### src/design/rcb_defs.svh
// Constant names for the redriver configuration register bank.
// Assumes inclusion by bare name from the top module.
`ifndef RCB_DEFS_SVH
`define RCB_DEFS_SVH
// Register offsets
`define RCB_OFS_REVISION 8'h08
`define RCB_OFS_POWER_DOWN_RESET_CTRL 8'h09
`define RCB_OFS_MISC 8'h0A
`define RCB_OFS_SLEW_LM 8'h0B
`define RCB_OFS_SLEW_HC 8'h0C
`define RCB_OFS_GBL_DRV 8'h0D
`define RCB_OFS_GBL_EQ 8'h0E
`define RCB_OFS_LANE_EN 8'h11
`define RCB_OFS_CLK_SE 8'h12
`define RCB_OFS_CLOCK_LANE_EQUALIZATION 8'h13
`define RCB_OFS_LANE0_SE 8'h14
// Reset values
`define RCB_RST_POWER_DOWN_RESET_CTRL 8'h01
`define RCB_RST_MISC 8'h08
`define RCB_RST_SLEW_LM 8'h34
`define RCB_RST_SLEW_HC 8'h71
`define RCB_RST_GBL_DRV 8'h22
`define RCB_RST_GBL_EQ 8'h3F
`define RCB_RST_LANE_EN 8'h5F
`define RCB_RST_CLK_SE 8'h03
`define RCB_RST_CLOCK_LANE_EQUALIZATION 8'h00
`define RCB_RST_LANE0_SE 8'h03
// Writable bit masks, reserved read-only bits cleared
`define RCB_WM_POWER_DOWN_RESET_CTRL 8'h17
`define RCB_WM_FULL 8'hFF
`define RCB_WM_TWO_NIBBLE 8'h77
`define RCB_WM_LOW_NIBBLE 8'h0F
// Field positions
`define RCB_B_SOFT_RST 7
`define RCB_B_LS_RST 6
`define RCB_B_HPD_IGN 2
`define RCB_B_STBY_DIS 1
`define RCB_B_FORCE_PD 0
`define RCB_B_SWAP 7
`define RCB_B_FANOUT 6
`define RCB_B_RXTERM_DIS 5
`define RCB_B_HPD_DRV 4
`define RCB_B_EQ_FOLLOW 3
`define RCB_B_RATE_SNOOP 2
`define RCB_B_LINEAR 7
`define RCB_B_AC 6
`define RCB_B_LEG_TERM 3
`define RCB_B_EQ_BYP 2
// Field codes
`define RCB_DCG_ZERO_DB 2'h2
`define RCB_EQSEL_AUTO 2'h2
`define RCB_EQSEL_3G 2'h0
`define RCB_EQ_NONE 4'h0
`define RCB_TERM_NONE 2'h0
`define RCB_TERM_300 2'h1
`define RCB_TERM_AUTO 2'h2
`define RCB_TERM_100 2'h3
`define RCB_NUM_CFG 10
`endif

### src/design/rcb_pkg.sv
// Types shared by the redriver configuration register bank.
// Assumes rcb_defs.svh is on the include path.
package rcb_pkg;
   // Signalling generation reported by the link detector
   typedef enum logic [1:0] {
      RCB_GEN1 = 2'b00,
      RCB_GEN2 = 2'b01,
      RCB_GENF = 2'b11
   } rcb_gen_t;
   // Power state, Gray coded along power-down, standby, active
   typedef enum logic [1:0] {
      RCB_PD = 2'b00,
      RCB_STBY = 2'b01,
      RCB_ACT = 2'b11
   } rcb_pwr_t;
   // Control outputs steering the analog lanes
   typedef struct packed {
      logic lane_swap;
      logic separate_clock_output_en;
      logic lane3_clock_path_en;
      logic rx_term_en;
      logic equalizer_follow_emphasis;
      logic rate_snoop_en;
      logic [1:0] emphasis_source_select;
      logic [2:0] data_slew;
      logic [2:0] clock_slew;
      logic linear_mode_select;
      logic transmit_ac_coupling;
      logic [1:0] eff_termination;
      logic equalizer_bypass;
      logic [1:0] equalizer_bandwidth;
      logic [1:0] data_eq_select;
      logic [1:0] clock_eq_select;
      logic [3:0] lane_on;
      logic [1:0] swing_select;
      logic [2:0] clock_lane_emphasis;
      logic [3:0] clock_lane_equalization;
   } rcb_ctrl_t;
endpackage

### src/design/rcb_top.sv
// Control register bank of a four-lane hybrid redriver: byte registers,
// power state, hot-plug driver and lane control decode.
// Assumes a serial-bus engine outside that hands over byte writes,
// pointer loads and one pulse per byte sent, all synchronous to sys_clk.
//
// Functional notes
// Soft reset bit pulses full field reset.
// Link-status reset bit pulses status-register reset.
// Forced power-down resets set; host clears.
// Forced power-down drives hot-plug output low.
// Hot-plug input powers down unless ignored.
// Standby-disable goes straight to active.
// Swap bit swaps input and output lanes.
// Fan-out enables clock output or lane3.
// Receive termination follows hot-plug or disabled.
// Hot-plug driver push-pull or open-drain.
// Equalizer follows snooped emphasis unless fixed.
// Rate snooping enabled unless bit set.
// Emphasis source field selects three sources.
// Slew fields per rate, zero slowest.
// Global bit selects linear or limited.
// Transmit ac or dc coupled termination.
// Legacy automatic termination by clock rate.
// Equalizer bypass only under three conditions.
// Equalizer select per generation, auto code.
// Four lane enables, reset enabled.
// Limited swing select per older generation.
// Clock-lane emphasis, equalization only fixed-rate.
// Read pointer advances after every byte.
// Reserved bits read zero, ignore writes.
`timescale 1ns/10ps
`default_nettype none
`include "rcb_defs.svh"

module rcb_top #(
   parameter logic [7:0] REVISION = 8'h5A  // Arbitrary revision value
) (
   // Clock and reset
   input wire logic sys_clk,
   input wire logic sys_rst,
   // Register byte port from the serial engine
   input wire logic reg_wr_stb,
   input wire logic [7:0] reg_wr_addr,
   input wire logic [7:0] reg_wr_data,
   input wire logic ptr_load_stb,
   input wire logic [7:0] ptr_load_addr,
   input wire logic byte_sent_stb,
   output logic [7:0] reg_rd_data,
   output logic [7:0] reg_ptr,
   // Link and pin state
   input wire logic hotplug_input,
   input wire rcb_pkg::rcb_gen_t link_gen,
   input wire logic clk_above_high,
   input wire logic clk_at_or_below_low,
   input wire logic rx_data_present,
   input wire logic [1:0] snoop_eq_select,
   // Hot-plug output pin
   output logic hotplug_output_o,
   output logic hotplug_output_oe,
   // Power and control outputs
   output rcb_pkg::rcb_pwr_t pwr_state,
   output logic link_status_reset,
   output rcb_pkg::rcb_ctrl_t ctrl
);

   // Offsets, reset values and write masks of the writable registers
   localparam logic [7:0] OFS [`RCB_NUM_CFG] = '{`RCB_OFS_POWER_DOWN_RESET_CTRL, `RCB_OFS_MISC,
      `RCB_OFS_SLEW_LM, `RCB_OFS_SLEW_HC, `RCB_OFS_GBL_DRV, `RCB_OFS_GBL_EQ,
      `RCB_OFS_LANE_EN, `RCB_OFS_CLK_SE, `RCB_OFS_CLOCK_LANE_EQUALIZATION, `RCB_OFS_LANE0_SE};
   localparam logic [7:0] RSTV [`RCB_NUM_CFG] = '{`RCB_RST_POWER_DOWN_RESET_CTRL, `RCB_RST_MISC,
      `RCB_RST_SLEW_LM, `RCB_RST_SLEW_HC, `RCB_RST_GBL_DRV, `RCB_RST_GBL_EQ,
      `RCB_RST_LANE_EN, `RCB_RST_CLK_SE, `RCB_RST_CLOCK_LANE_EQUALIZATION, `RCB_RST_LANE0_SE};
   localparam logic [7:0] WMASK [`RCB_NUM_CFG] = '{`RCB_WM_POWER_DOWN_RESET_CTRL, `RCB_WM_FULL,
      `RCB_WM_TWO_NIBBLE, `RCB_WM_TWO_NIBBLE, `RCB_WM_FULL, `RCB_WM_FULL,
      `RCB_WM_FULL, `RCB_WM_TWO_NIBBLE, `RCB_WM_LOW_NIBBLE, `RCB_WM_TWO_NIBBLE};

   logic [7:0] cfg_ff [`RCB_NUM_CFG];  // Stored register bytes
   logic soft_rst_ff;  // One-cycle full field reset pulse
   logic ls_rst_ff;  // One-cycle link-status reset pulse
   logic [7:0] ptr_ff;  // Read pointer
   logic [7:0] rd_data_ff;  // Read data at pointer
   rcb_pkg::rcb_pwr_t pwr_ff;  // Power state
   rcb_pkg::rcb_pwr_t nxt_pwr;  // Next power state
   logic hpd_o_ff;  // Hot-plug pin level
   logic hpd_oe_ff;  // Hot-plug pin enable
   rcb_pkg::rcb_ctrl_t ctrl_ff;  // Registered control outputs
   rcb_pkg::rcb_ctrl_t nxt_ctrl;  // Decoded control
   logic want_pd;  // Power-down condition
   logic pd_write;  // Write to the power-down/reset register
   logic soft_req;  // Write that asks for a soft reset

   // Named fields
   logic [7:0] pdr, misc, slm, shc, gdrv, geq, len, cse, ceq;
   assign pdr = cfg_ff[0];
   assign misc = cfg_ff[1];
   assign slm = cfg_ff[2];
   assign shc = cfg_ff[3];
   assign gdrv = cfg_ff[4];
   assign geq = cfg_ff[5];
   assign len = cfg_ff[6];
   assign cse = cfg_ff[7];
   assign ceq = cfg_ff[8];

   assign pd_write = reg_wr_stb && (reg_wr_addr == `RCB_OFS_POWER_DOWN_RESET_CTRL);
   // A soft-reset write is not stored, so forced power-down never drops for a cycle
   assign soft_req = pd_write && reg_wr_data[`RCB_B_SOFT_RST];

   // Writable registers, one process per entry
   genvar gi;
   generate
      for (gi = 0; gi < `RCB_NUM_CFG; gi++) begin : g_cfg
         always_ff @(posedge sys_clk or posedge sys_rst) begin
            if (sys_rst) begin
               cfg_ff[gi] <= RSTV[gi];
            end else if (soft_rst_ff) begin
               cfg_ff[gi] <= RSTV[gi];
            end else if (reg_wr_stb && reg_wr_addr == OFS[gi] && !soft_req) begin
               cfg_ff[gi] <= reg_wr_data & WMASK[gi];
            end
         end
      end
   endgenerate

   // Write-pulse bits: never stored, each makes a one-cycle pulse
   always_ff @(posedge sys_clk or posedge sys_rst) begin
      if (sys_rst) begin
         soft_rst_ff <= 1'b0;
         ls_rst_ff <= 1'b0;
      end else begin
         soft_rst_ff <= pd_write && reg_wr_data[`RCB_B_SOFT_RST];
         ls_rst_ff <= pd_write && reg_wr_data[`RCB_B_LS_RST];
      end
   end

   // Register pointer: loads, follows writes, advances per byte sent
   always_ff @(posedge sys_clk or posedge sys_rst) begin
      if (sys_rst) begin
         ptr_ff <= 8'h00;
      end else if (ptr_load_stb) begin
         ptr_ff <= ptr_load_addr;
      end else if (reg_wr_stb) begin
         ptr_ff <= reg_wr_addr + 8'h01;
      end else if (byte_sent_stb) begin
         ptr_ff <= ptr_ff + 8'h01;
      end
   end

   // Read data at pointer; unmapped offsets read zero
   always_ff @(posedge sys_clk or posedge sys_rst) begin
      if (sys_rst) begin
         rd_data_ff <= 8'h00;
      end else begin
         rd_data_ff <= 8'h00;
         if (ptr_ff == `RCB_OFS_REVISION) begin
            rd_data_ff <= REVISION;
         end
         for (int i = 0; i < `RCB_NUM_CFG; i++) begin
            if (ptr_ff == OFS[i]) begin
               rd_data_ff <= cfg_ff[i];
            end
         end
      end
   end

   // Power-down request from the forced bit or the hot-plug level
   assign want_pd = pdr[`RCB_B_FORCE_PD] ||
      (!pdr[`RCB_B_HPD_IGN] && !hotplug_input);

   // Next power state
   always_comb begin
      nxt_pwr = pwr_ff;
      unique case (pwr_ff)
         rcb_pkg::RCB_PD: begin
            if (!want_pd) begin
               nxt_pwr = pdr[`RCB_B_STBY_DIS] ? rcb_pkg::RCB_ACT : rcb_pkg::RCB_STBY;
            end
         end
         rcb_pkg::RCB_STBY: begin
            if (want_pd) begin
               nxt_pwr = rcb_pkg::RCB_PD;
            end else if (rx_data_present || pdr[`RCB_B_STBY_DIS]) begin
               nxt_pwr = rcb_pkg::RCB_ACT;
            end
         end
         rcb_pkg::RCB_ACT: begin
            if (want_pd) begin
               nxt_pwr = rcb_pkg::RCB_PD;
            end
         end
         default: begin
            nxt_pwr = rcb_pkg::RCB_PD;
         end
      endcase
   end

   // Power state register
   always_ff @(posedge sys_clk or posedge sys_rst) begin
      if (sys_rst) begin
         pwr_ff <= rcb_pkg::RCB_PD;
      end else begin
         pwr_ff <= nxt_pwr;
      end
   end

   // Hot-plug output driver
   always_ff @(posedge sys_clk or posedge sys_rst) begin
      if (sys_rst) begin
         hpd_o_ff <= 1'b0;
         hpd_oe_ff <= 1'b1;
      end else if (pdr[`RCB_B_FORCE_PD]) begin
         hpd_o_ff <= 1'b0;
         hpd_oe_ff <= 1'b1;
      end else if (misc[`RCB_B_HPD_DRV]) begin
         hpd_o_ff <= 1'b0;
         hpd_oe_ff <= !hotplug_input;
      end else begin
         hpd_o_ff <= hotplug_input;
         hpd_oe_ff <= 1'b1;
      end
   end

   // Control decode
   always_comb begin
      logic is_frl;
      logic is_gen1;
      logic [1:0] sel;
      sel = 2'h0;
      is_frl = (link_gen == rcb_pkg::RCB_GENF);
      is_gen1 = (link_gen == rcb_pkg::RCB_GEN1);
      nxt_ctrl = '0;
      nxt_ctrl.lane_swap = misc[`RCB_B_SWAP];
      nxt_ctrl.separate_clock_output_en = misc[`RCB_B_FANOUT] && !is_frl;
      nxt_ctrl.lane3_clock_path_en = misc[`RCB_B_FANOUT] && is_frl;
      nxt_ctrl.rx_term_en = !misc[`RCB_B_RXTERM_DIS] && hotplug_input;
      nxt_ctrl.equalizer_follow_emphasis = (misc[1:0] == 2'h0) &&
         !misc[`RCB_B_EQ_FOLLOW];
      nxt_ctrl.rate_snoop_en = !misc[`RCB_B_RATE_SNOOP];
      nxt_ctrl.emphasis_source_select = misc[1:0];
      // Data slew by rate class
      if (is_gen1) begin
         nxt_ctrl.data_slew = slm[6:4];
      end else if (!is_frl) begin
         nxt_ctrl.data_slew = slm[2:0];
      end else begin
         nxt_ctrl.data_slew = shc[6:4];
      end
      nxt_ctrl.clock_slew = shc[2:0];
      nxt_ctrl.linear_mode_select = gdrv[`RCB_B_LINEAR];
      nxt_ctrl.transmit_ac_coupling = gdrv[`RCB_B_AC];
      // Termination; automatic in the oldest mode follows clock rate
      if (gdrv[1:0] != `RCB_TERM_AUTO) begin
         nxt_ctrl.eff_termination = gdrv[1:0];
      end else if (!is_gen1) begin
         nxt_ctrl.eff_termination = `RCB_TERM_100;
      end else if (gdrv[`RCB_B_LEG_TERM] || clk_above_high) begin
         nxt_ctrl.eff_termination = `RCB_TERM_300;
      end else if (clk_at_or_below_low) begin
         nxt_ctrl.eff_termination = `RCB_TERM_NONE;
      end else begin
         nxt_ctrl.eff_termination = ctrl_ff.eff_termination;
      end
      nxt_ctrl.equalizer_bypass = gdrv[`RCB_B_EQ_BYP] &&
         (gdrv[5:4] == `RCB_DCG_ZERO_DB) && (ceq[3:0] == `RCB_EQ_NONE);
      nxt_ctrl.equalizer_bandwidth = geq[7:6];
      // Equalizer choice per generation, auto follows snooped rate
      if (is_gen1) begin
         sel = geq[5:4];
      end else if (!is_frl) begin
         sel = geq[3:2];
      end else begin
         sel = geq[1:0];
      end
      nxt_ctrl.data_eq_select = (sel == `RCB_EQSEL_AUTO) ? snoop_eq_select : sel;
      nxt_ctrl.clock_eq_select = is_frl ? nxt_ctrl.data_eq_select : `RCB_EQSEL_3G;
      // Lanes run only while active
      nxt_ctrl.lane_on = (pwr_ff == rcb_pkg::RCB_ACT) ?
         (pdr[`RCB_B_STBY_DIS] ? 4'hF : len[3:0]) : 4'h0;
      nxt_ctrl.swing_select = is_gen1 ? len[5:4] : len[7:6];
      nxt_ctrl.clock_lane_emphasis = is_frl ? cse[6:4] : 3'h0;
      nxt_ctrl.clock_lane_equalization = is_frl ? ceq[3:0] : 4'h0;
   end

   // Registered control outputs
   always_ff @(posedge sys_clk or posedge sys_rst) begin
      if (sys_rst) begin
         ctrl_ff <= '0;
      end else begin
         ctrl_ff <= nxt_ctrl;
      end
   end

   assign reg_rd_data = rd_data_ff;
   assign reg_ptr = ptr_ff;
   assign hotplug_output_o = hpd_o_ff;
   assign hotplug_output_oe = hpd_oe_ff;
   assign pwr_state = pwr_ff;
   assign link_status_reset = ls_rst_ff;
   assign ctrl = ctrl_ff;

   // Checks
   property p_soft_rst;
      @(posedge sys_clk) disable iff (sys_rst)
      pd_write && reg_wr_data[`RCB_B_SOFT_RST] |=> soft_rst_ff ##1
         (cfg_ff[0] == `RCB_RST_POWER_DOWN_RESET_CTRL && cfg_ff[6] == `RCB_RST_LANE_EN && !soft_rst_ff);
   endproperty
   a_soft_rst: assert property (p_soft_rst) else $error("soft reset failed");

   property p_ls_rst;
      @(posedge sys_clk) disable iff (sys_rst)
      1'b1 |-> ls_rst_ff == $past(pd_write && reg_wr_data[`RCB_B_LS_RST]);
   endproperty
   a_ls_rst: assert property (p_ls_rst) else $error("status reset pulse wrong");

   property p_force_pd;
      @(posedge sys_clk) disable iff (sys_rst)
      pdr[`RCB_B_FORCE_PD] |=> pwr_ff == rcb_pkg::RCB_PD;
   endproperty
   a_force_pd: assert property (p_force_pd) else $error("not powered down");

   property p_hpd_low;
      @(posedge sys_clk) disable iff (sys_rst)
      pdr[`RCB_B_FORCE_PD] |=> !hpd_o_ff && hpd_oe_ff;
   endproperty
   a_hpd_low: assert property (p_hpd_low) else $error("hot-plug not low");

   property p_hpd_ignore;
      @(posedge sys_clk) disable iff (sys_rst)
      pwr_ff == rcb_pkg::RCB_ACT && !pdr[`RCB_B_FORCE_PD] && pdr[`RCB_B_HPD_IGN]
         |=> pwr_ff == rcb_pkg::RCB_ACT;
   endproperty
   a_hpd_ignore: assert property (p_hpd_ignore) else $error("left active");

   property p_stby_dis;
      @(posedge sys_clk) disable iff (sys_rst)
      pwr_ff == rcb_pkg::RCB_PD && !want_pd && pdr[`RCB_B_STBY_DIS]
         |=> pwr_ff == rcb_pkg::RCB_ACT ##1 ctrl_ff.lane_on == 4'hF || want_pd;
   endproperty
   a_stby_dis: assert property (p_stby_dis) else $error("standby not skipped");

   property p_rxterm;
      @(posedge sys_clk) disable iff (sys_rst)
      misc[`RCB_B_RXTERM_DIS] |=> !ctrl_ff.rx_term_en;
   endproperty
   a_rxterm: assert property (p_rxterm) else $error("termination on");

   property p_bypass;
      @(posedge sys_clk) disable iff (sys_rst)
      ctrl_ff.equalizer_bypass |-> $past(gdrv[`RCB_B_EQ_BYP]) &&
         $past(gdrv[5:4]) == `RCB_DCG_ZERO_DB &&
         $past(ceq[3:0]) == `RCB_EQ_NONE;
   endproperty
   a_bypass: assert property (p_bypass) else $error("bad bypass");

   property p_ptr_adv;
      @(posedge sys_clk) disable iff (sys_rst)
      byte_sent_stb && !ptr_load_stb && !reg_wr_stb |=> ptr_ff == $past(ptr_ff) + 8'h01;
   endproperty
   a_ptr_adv: assert property (p_ptr_adv) else $error("pointer stuck");

   property p_reserved;
      @(posedge sys_clk) disable iff (sys_rst)
      1'b1 |-> (pdr & ~`RCB_WM_POWER_DOWN_RESET_CTRL) == 8'h00 && ceq[7:4] == 4'h0;
   endproperty
   a_reserved: assert property (p_reserved) else $error("reserved bit set");

   // Main scenarios reached
   c_ls: cover property (@(posedge sys_clk) disable iff (sys_rst) ls_rst_ff);
   c_stby_act: cover property (@(posedge sys_clk) disable iff (sys_rst)
      pwr_ff == rcb_pkg::RCB_STBY ##1 pwr_ff == rcb_pkg::RCB_ACT);
   c_soft: cover property (@(posedge sys_clk) disable iff (sys_rst) soft_rst_ff);
   c_od: cover property (@(posedge sys_clk) disable iff (sys_rst)
      misc[`RCB_B_HPD_DRV] && !hpd_oe_ff);

endmodule  // rcb_top
`default_nettype wire

### config.mk
export PLATFORM = sky130hd
export DESIGN_NAME = rcb_top
export DESIGN_NICKNAME = d
export VERILOG_FILES = /design/src/design/rcb_pkg.sv /design/src/design/rcb_top.sv
export VERILOG_INCLUDE_DIRS = /design/src /design/src/design
export SDC_FILE = /design/constraint.sdc
export NUM_CORES = 1
export LEC_CHECK = 0
export ABC_AREA = 0
export BUFFER_PORTS_ARGS = -buffer_cell sky130_fd_sc_hd__buf_4
export CORE_MARGIN = 2
export CORE_UTILIZATION = 40
export CTS_BUF_LIST = sky130_fd_sc_hd__clkbuf_4
export CTS_CLUSTER_SIZE = 24
export DETAILED_ROUTE_END_ITERATION = 7
export SETUP_SLACK_MARGIN = 0.3
export SLEW_MARGIN = 10
export SYNTH_ARGS = -nofsm -noshare
export SYNTH_HDL_FRONTEND = slang
export SYNTH_SLANG_ARGS = --single-unit
export TNS_END_PERCENT = 50
### constraint.sdc
create_clock -name sys_clk -period 7.9 [get_ports sys_clk]
set_input_delay 0.79 -clock sys_clk [delete_from_list [all_inputs] [get_ports sys_clk]]
set_output_delay 0.79 -clock sys_clk [all_outputs]
set_load 0.005 [all_outputs]
Word-level counts from Yosys, hierarchy flattened --
Cells that the tools add are included.
Word-level totals: register bits 140, input bits 37, output and inout bits 59, word-level logic and storage cells 184
Operators by class: $add $sub $neg 2, equal/unequal tests 31, multiplexer cells 59, reductions and logical operators 55
Operator list (count):
- two-way mux 8 bit | 33
- == test 8 x 4 -> 1 bit (second input constant) | 13
- == test 8 x 5 -> 1 bit (second input constant) | 8
- logical AND 1 bit | 29
- two-way mux 2 bit | 14
- nonzero test 2 bit | 10
- adder 8 x 1 -> 8 bit (second input constant) | 2
- two-way mux 4 bit | 3
- two-way mux 3 bit | 3
- == test 2 bit (second input constant) | 4
- logical NOT 1 bit | 7
- two-way mux 7 bit | 1
- logical NOT 2 bit | 3
- != test 2 bit (second input constant) | 3
- one-hot mux 2 bit (3 select lines) | 1
- logical NOT 4 bit | 1
- two-way mux 1 bit | 4
- != test 4 x 2 -> 1 bit (second input constant) | 1
- logical OR 1 bit | 3
- != test 3 bit (second input constant) | 1
- AND reduction 3 bit | 1
- nonzero test 3 bit | 1
- == test 2 x 1 -> 1 bit (second input constant) | 1

Depth between registers and ports, before layout --
depth after elaboration 12, gate-level depth with buffers 11, mapped depth without buffers 8

Worst setup path after synthesis --
OpenSTA, ideal clock, no wires.
path type input to register, start point in reg_wr_stb, end point reg ptr_ff[6] (netlist: reg_ptr[6]), setup time 0.083 ns, arrival time 2.709 ns, data required time 7.817 ns, slack 5.108 ns, cell stages on the path 11, buffers on the path 3, cell sequence clkbuf_1 buf_1 buf_1 nand2_1 o21ai_0 ha_1 nand2_1 a211oi_1 xor2_1 mux2i_1 o21ai_0
On the way: cells in the longest elaborated chain, start to end 2, elaborated cells on any way between the ends 3, those cells by class mux (2); reduce/logical (1)
Ends and longest elaborated chain:
- start, declared | RTL line rcb_top.sv:42 | input wire logic reg_wr_stb,
- two-way mux 8 bit | RTL line rcb_top.sv:141 | end else if (reg_wr_stb) begin
- two-way mux 8 bit | RTL line rcb_top.sv:139 | end else if (ptr_load_stb) begin
- end signal, assigned | RTL line rcb_top.sv:140 | ptr_ff <= ptr_load_addr;
- end signal, assigned | RTL line rcb_top.sv:142 | ptr_ff <= reg_wr_addr + 8'h01;
- end signal, assigned | RTL line rcb_top.sv:144 | ptr_ff <= ptr_ff + 8'h01;
- end, declared | RTL line rcb_top.sv:80 | logic [7:0] ptr_ff;
Several ways; a longest one is shown, not always the timed one. A chain may end at the register's enable or synchronous reset.

Final worst setup path --
start point reg ptr_ff[0] (netlist: reg_ptr[0]), end point reg ptr_ff[6] (netlist: reg_ptr[6])
On the way: cells in the longest elaborated chain, start to end 4
Ends and longest elaborated chain:
- adder 8 x 1 -> 8 bit | RTL line rcb_top.sv:144
- two-way mux 8 bit | RTL line rcb_top.sv:143 | end else if (byte_sent_stb) begin
- two-way mux 8 bit | RTL line rcb_top.sv:141
- two-way mux 8 bit | RTL line rcb_top.sv:139
Every way passes these cells. The select of a mux whose other input is x is not followed.

==> impl_metrics.toml <==
[status]
status = "complete, no violations"

[yosys]
seq_area_frac_synth = 0.531
syn_area_per_cell_um2 = 10.5
syn_area_mm2 = 0.00591
synth_cells = 563
async_reset_ff_frac = 1.00
ys_ff_latch = 124
synthFlopType = "dfrtp_1"
synthesis.nets = 601
post_synth_num_cell_types = 58
synth_edf_count = 0
yosys_warnings = 0

[clocking]
cts_buffers = 17
cts_root_buf = "clkbuf_4"
worstSkewPairLatency_ns = 0.56
clockBufferDepth = 2
hold_buffers = 0
cts-resized-gates = 0
htreeDepth = 4
postCtsSetupBuffers = 0
clk_pin_slew_ns = 0.13
cts_tree = "done"
clock-sinks = 124

[cells_and_area]
drive_gt1_frac = 0.271
nets = 678
stdcell_count = 837
n_antenna_cell = 0
layout.cells.most_common = "buf_4"
final_cell_mix = "98 x buf_4, 96 x dfrtp_1, 64 x nor2_1, 49 x mux2i_1, 40 x nor2b_1"
fillerInstances = 1374
syn_to_final_growth_pct = 18.6

[floorplanning]
die_y_um = 126
die-area_mm2 = 0.0158
initial_core_util = 0.408
rows = 44
coreArea_mm2 = 0.0145
die_w_um = 126
ios = 96

[timing]
tightest_slew_ns = 1.03
relSlewSlack = 0.311
rsz0062_at_grt = "false"
fin_crit_ns = 2.90
max_freq_ghz = 0.345
tns_ns = 0
hold_violations = 0
setup_violations = 0
slew_viol_final = 0
post-route-period-util = 0.367
clock-skew-final_ns = 0.0185

[setup_path]
r2r_cells = 8
r2r_start = "reg_ptr[0]$_DFFE_PP0P_"
timing_worst_setup_path_type = "register to register"
worstSetupStartpointType = "register"
cpLargestDelayFamily = "flip-flops"
cp_common_cell = "o21ai_0"
cp.arrival_ns = 3.39
critical_path.max_stage_delay_ns = 1.00
timing.rr.end = "reg_ptr[6]$_DFFE_PP0P_"
crit_path_top_delay_cell = "dfrtp_1"
cp_num_buf_inv = 1
required_ns = 8.39
end_kind = "register"
r2r_slack_ns = 5.00
crit_chain = "inv_1, o21ai_0, ha_1, nand2_1, a211oi_1, xor2_1, mux2i_1, o21ai_0"
crit_fanout = 27

[global_route]
grt_pass1_vias = 4692
antenna_found_initial = 0
grt_pass1_wl_mm = 27.0
gr-total-overflow = 0
grt_max_degree = 70
grt_usage = 0.223

[power]
p_leak_uw = 0.00349
power.density_mw_per_mm2 = 199
peakVddDrop_v = 0.0000823

[placed_design]
numPortBuffers = 95
placed_cells = 805
gp_congestion = 0.895
dpl.hpwl_mm = 11.8

[detailed_routing]
routedWlPerCell_um = 20.4
dr_total_vias = 4801
drc = 0
first_pass_iters = 5
drt-initial-drc-count = 403
routed_via_density = 5.74
wl_mm = 17.0
drt.antenna.violating_nets = 0

[min_path]
hp-class = "primary input to asynchronous set/reset pin"

[flow_run]
maxCapViolations = 0
==> routing by layer <==
| layer | track usage | share of wire |
|---|---|---|
| met2 | 0.345 | 0.47 |
| met3 | 0.0454 | 0.053 |
| met1 | 0.308 | 0.45 |
| met5 | 0 | 0 |
| met4 | 0.0889 | 0.028 |
==> cells in the mapped netlist, drive strengths merged (5+ instances only) <==
| master | instances | area, µm² |
|---|---|---|
| dfrtp | 96 | 2400 |
| nor2 | 65 | 246 |
| mux2i | 49 | 490 |
| nor2b | 40 | 250 |
| nand2 | 32 | 120 |
| clkbuf | 31 | 116 |
| a211o | 28 | 245 |
| dfstp | 28 | 736 |
| o21ai | 26 | 130 |
| a21oi | 15 | 75.1 |
| nor3 | 14 | 108 |
| inv | 11 | 41.3 |
| o22ai | 11 | 68.8 |
| a22oi | 10 | 75.1 |
| nand2b | 10 | 62.6 |
| and3 | 9 | 56.3 |
| buf | 9 | 48.8 |
| nand3 | 8 | 40.0 |
| mux2 | 6 | 67.6 |
| a211oi | 5 | 37.5 |
| xor2 | 5 | 43.8 |
==> registers in the layout, indices dropped and copies added (netlist names), 8 cells and up <==
| register | cells |
|---|---|
| len | 8 |
| ctrl | 38 |
| reg_rd_data | 8 |
| reg_ptr | 8 |
| gdrv | 8 |
| misc | 8 |
| geq | 8 |
==> cell type report <==
cell class / count / area [µm²] / area share
sequential: 124 / 3140 / 0.448
timing repair buffer: 98 / 736 / 0.105
clock buffer: 17 / 128 / 0.0182
inverter: 11 / 43.8 / 0.00625
multi-input combinational: 388 / 2570 / 0.366
tap: 184 / 230 / 0.0328
clock inverter: 15 / 168 / 0.0239
==> through the flow <==
step                cell area, µm²  utilization  hold slack, ns  worst slack, ns  power, µW
floorplan                     5910            -           0.373             3.86        847
global placement              6720        0.464           0.410             4.83        939
detailed placement            6720        0.464           0.419             4.70        943
CTS                           7010        0.484           0.370             5.05       1410
global route                  7010        0.484           0.383             4.79       1460
finish                        7010        0.484           0.411             5.00       1390
==> logic make-up (layout without fill, tap and decap cells) <==
logic type | after synthesis | after routing | share of synthesized area
flip-flops | 124 | 124 | 0.531
AO/OA/AOI/OAI | 121 | 121 | 0.143
XOR/XNOR | 9 | 9 | 0.0133
multiplexers | 55 | 55 | 0.0944
buffers and inverters | 51 | 141 | 0.0349
AND/OR/NAND/NOR | 202 | 202 | 0.181
adder cells (fa/ha/maj) | 1 | 1 | 0.00212
==> worst max-delay path by stage <==
stage                        endpoint              startpoint  slack (ns)  cells after the start
2_1_floorplan      ceq[0]$_DFFE_PP0P_                 sys_rst        3.86                      1
3_3_place_gp       geq[7]$_DFFE_PP0P_          reg_wr_addr[6]        4.83                      6
3_5_place_dp       geq[5]$_DFFE_PP1P_          reg_wr_addr[6]        4.70                      6
4_1_cts        reg_ptr[6]$_DFFE_PP0P_  reg_ptr[0]$_DFFE_PP0P_        5.05                      8
5_1_grt        reg_ptr[6]$_DFFE_PP0P_  reg_ptr[0]$_DFFE_PP0P_        4.79                      8
6_report       reg_ptr[6]$_DFFE_PP0P_  reg_ptr[0]$_DFFE_PP0P_        5.00                      8
==> report_power, final <==
group	internal [µW]	total (µW)	switching (µW)
clock network	192	463	270
logic	93.4	203	110
registers	682	728	45.7
No activity file was read; power rests on OpenSTA's default activity.
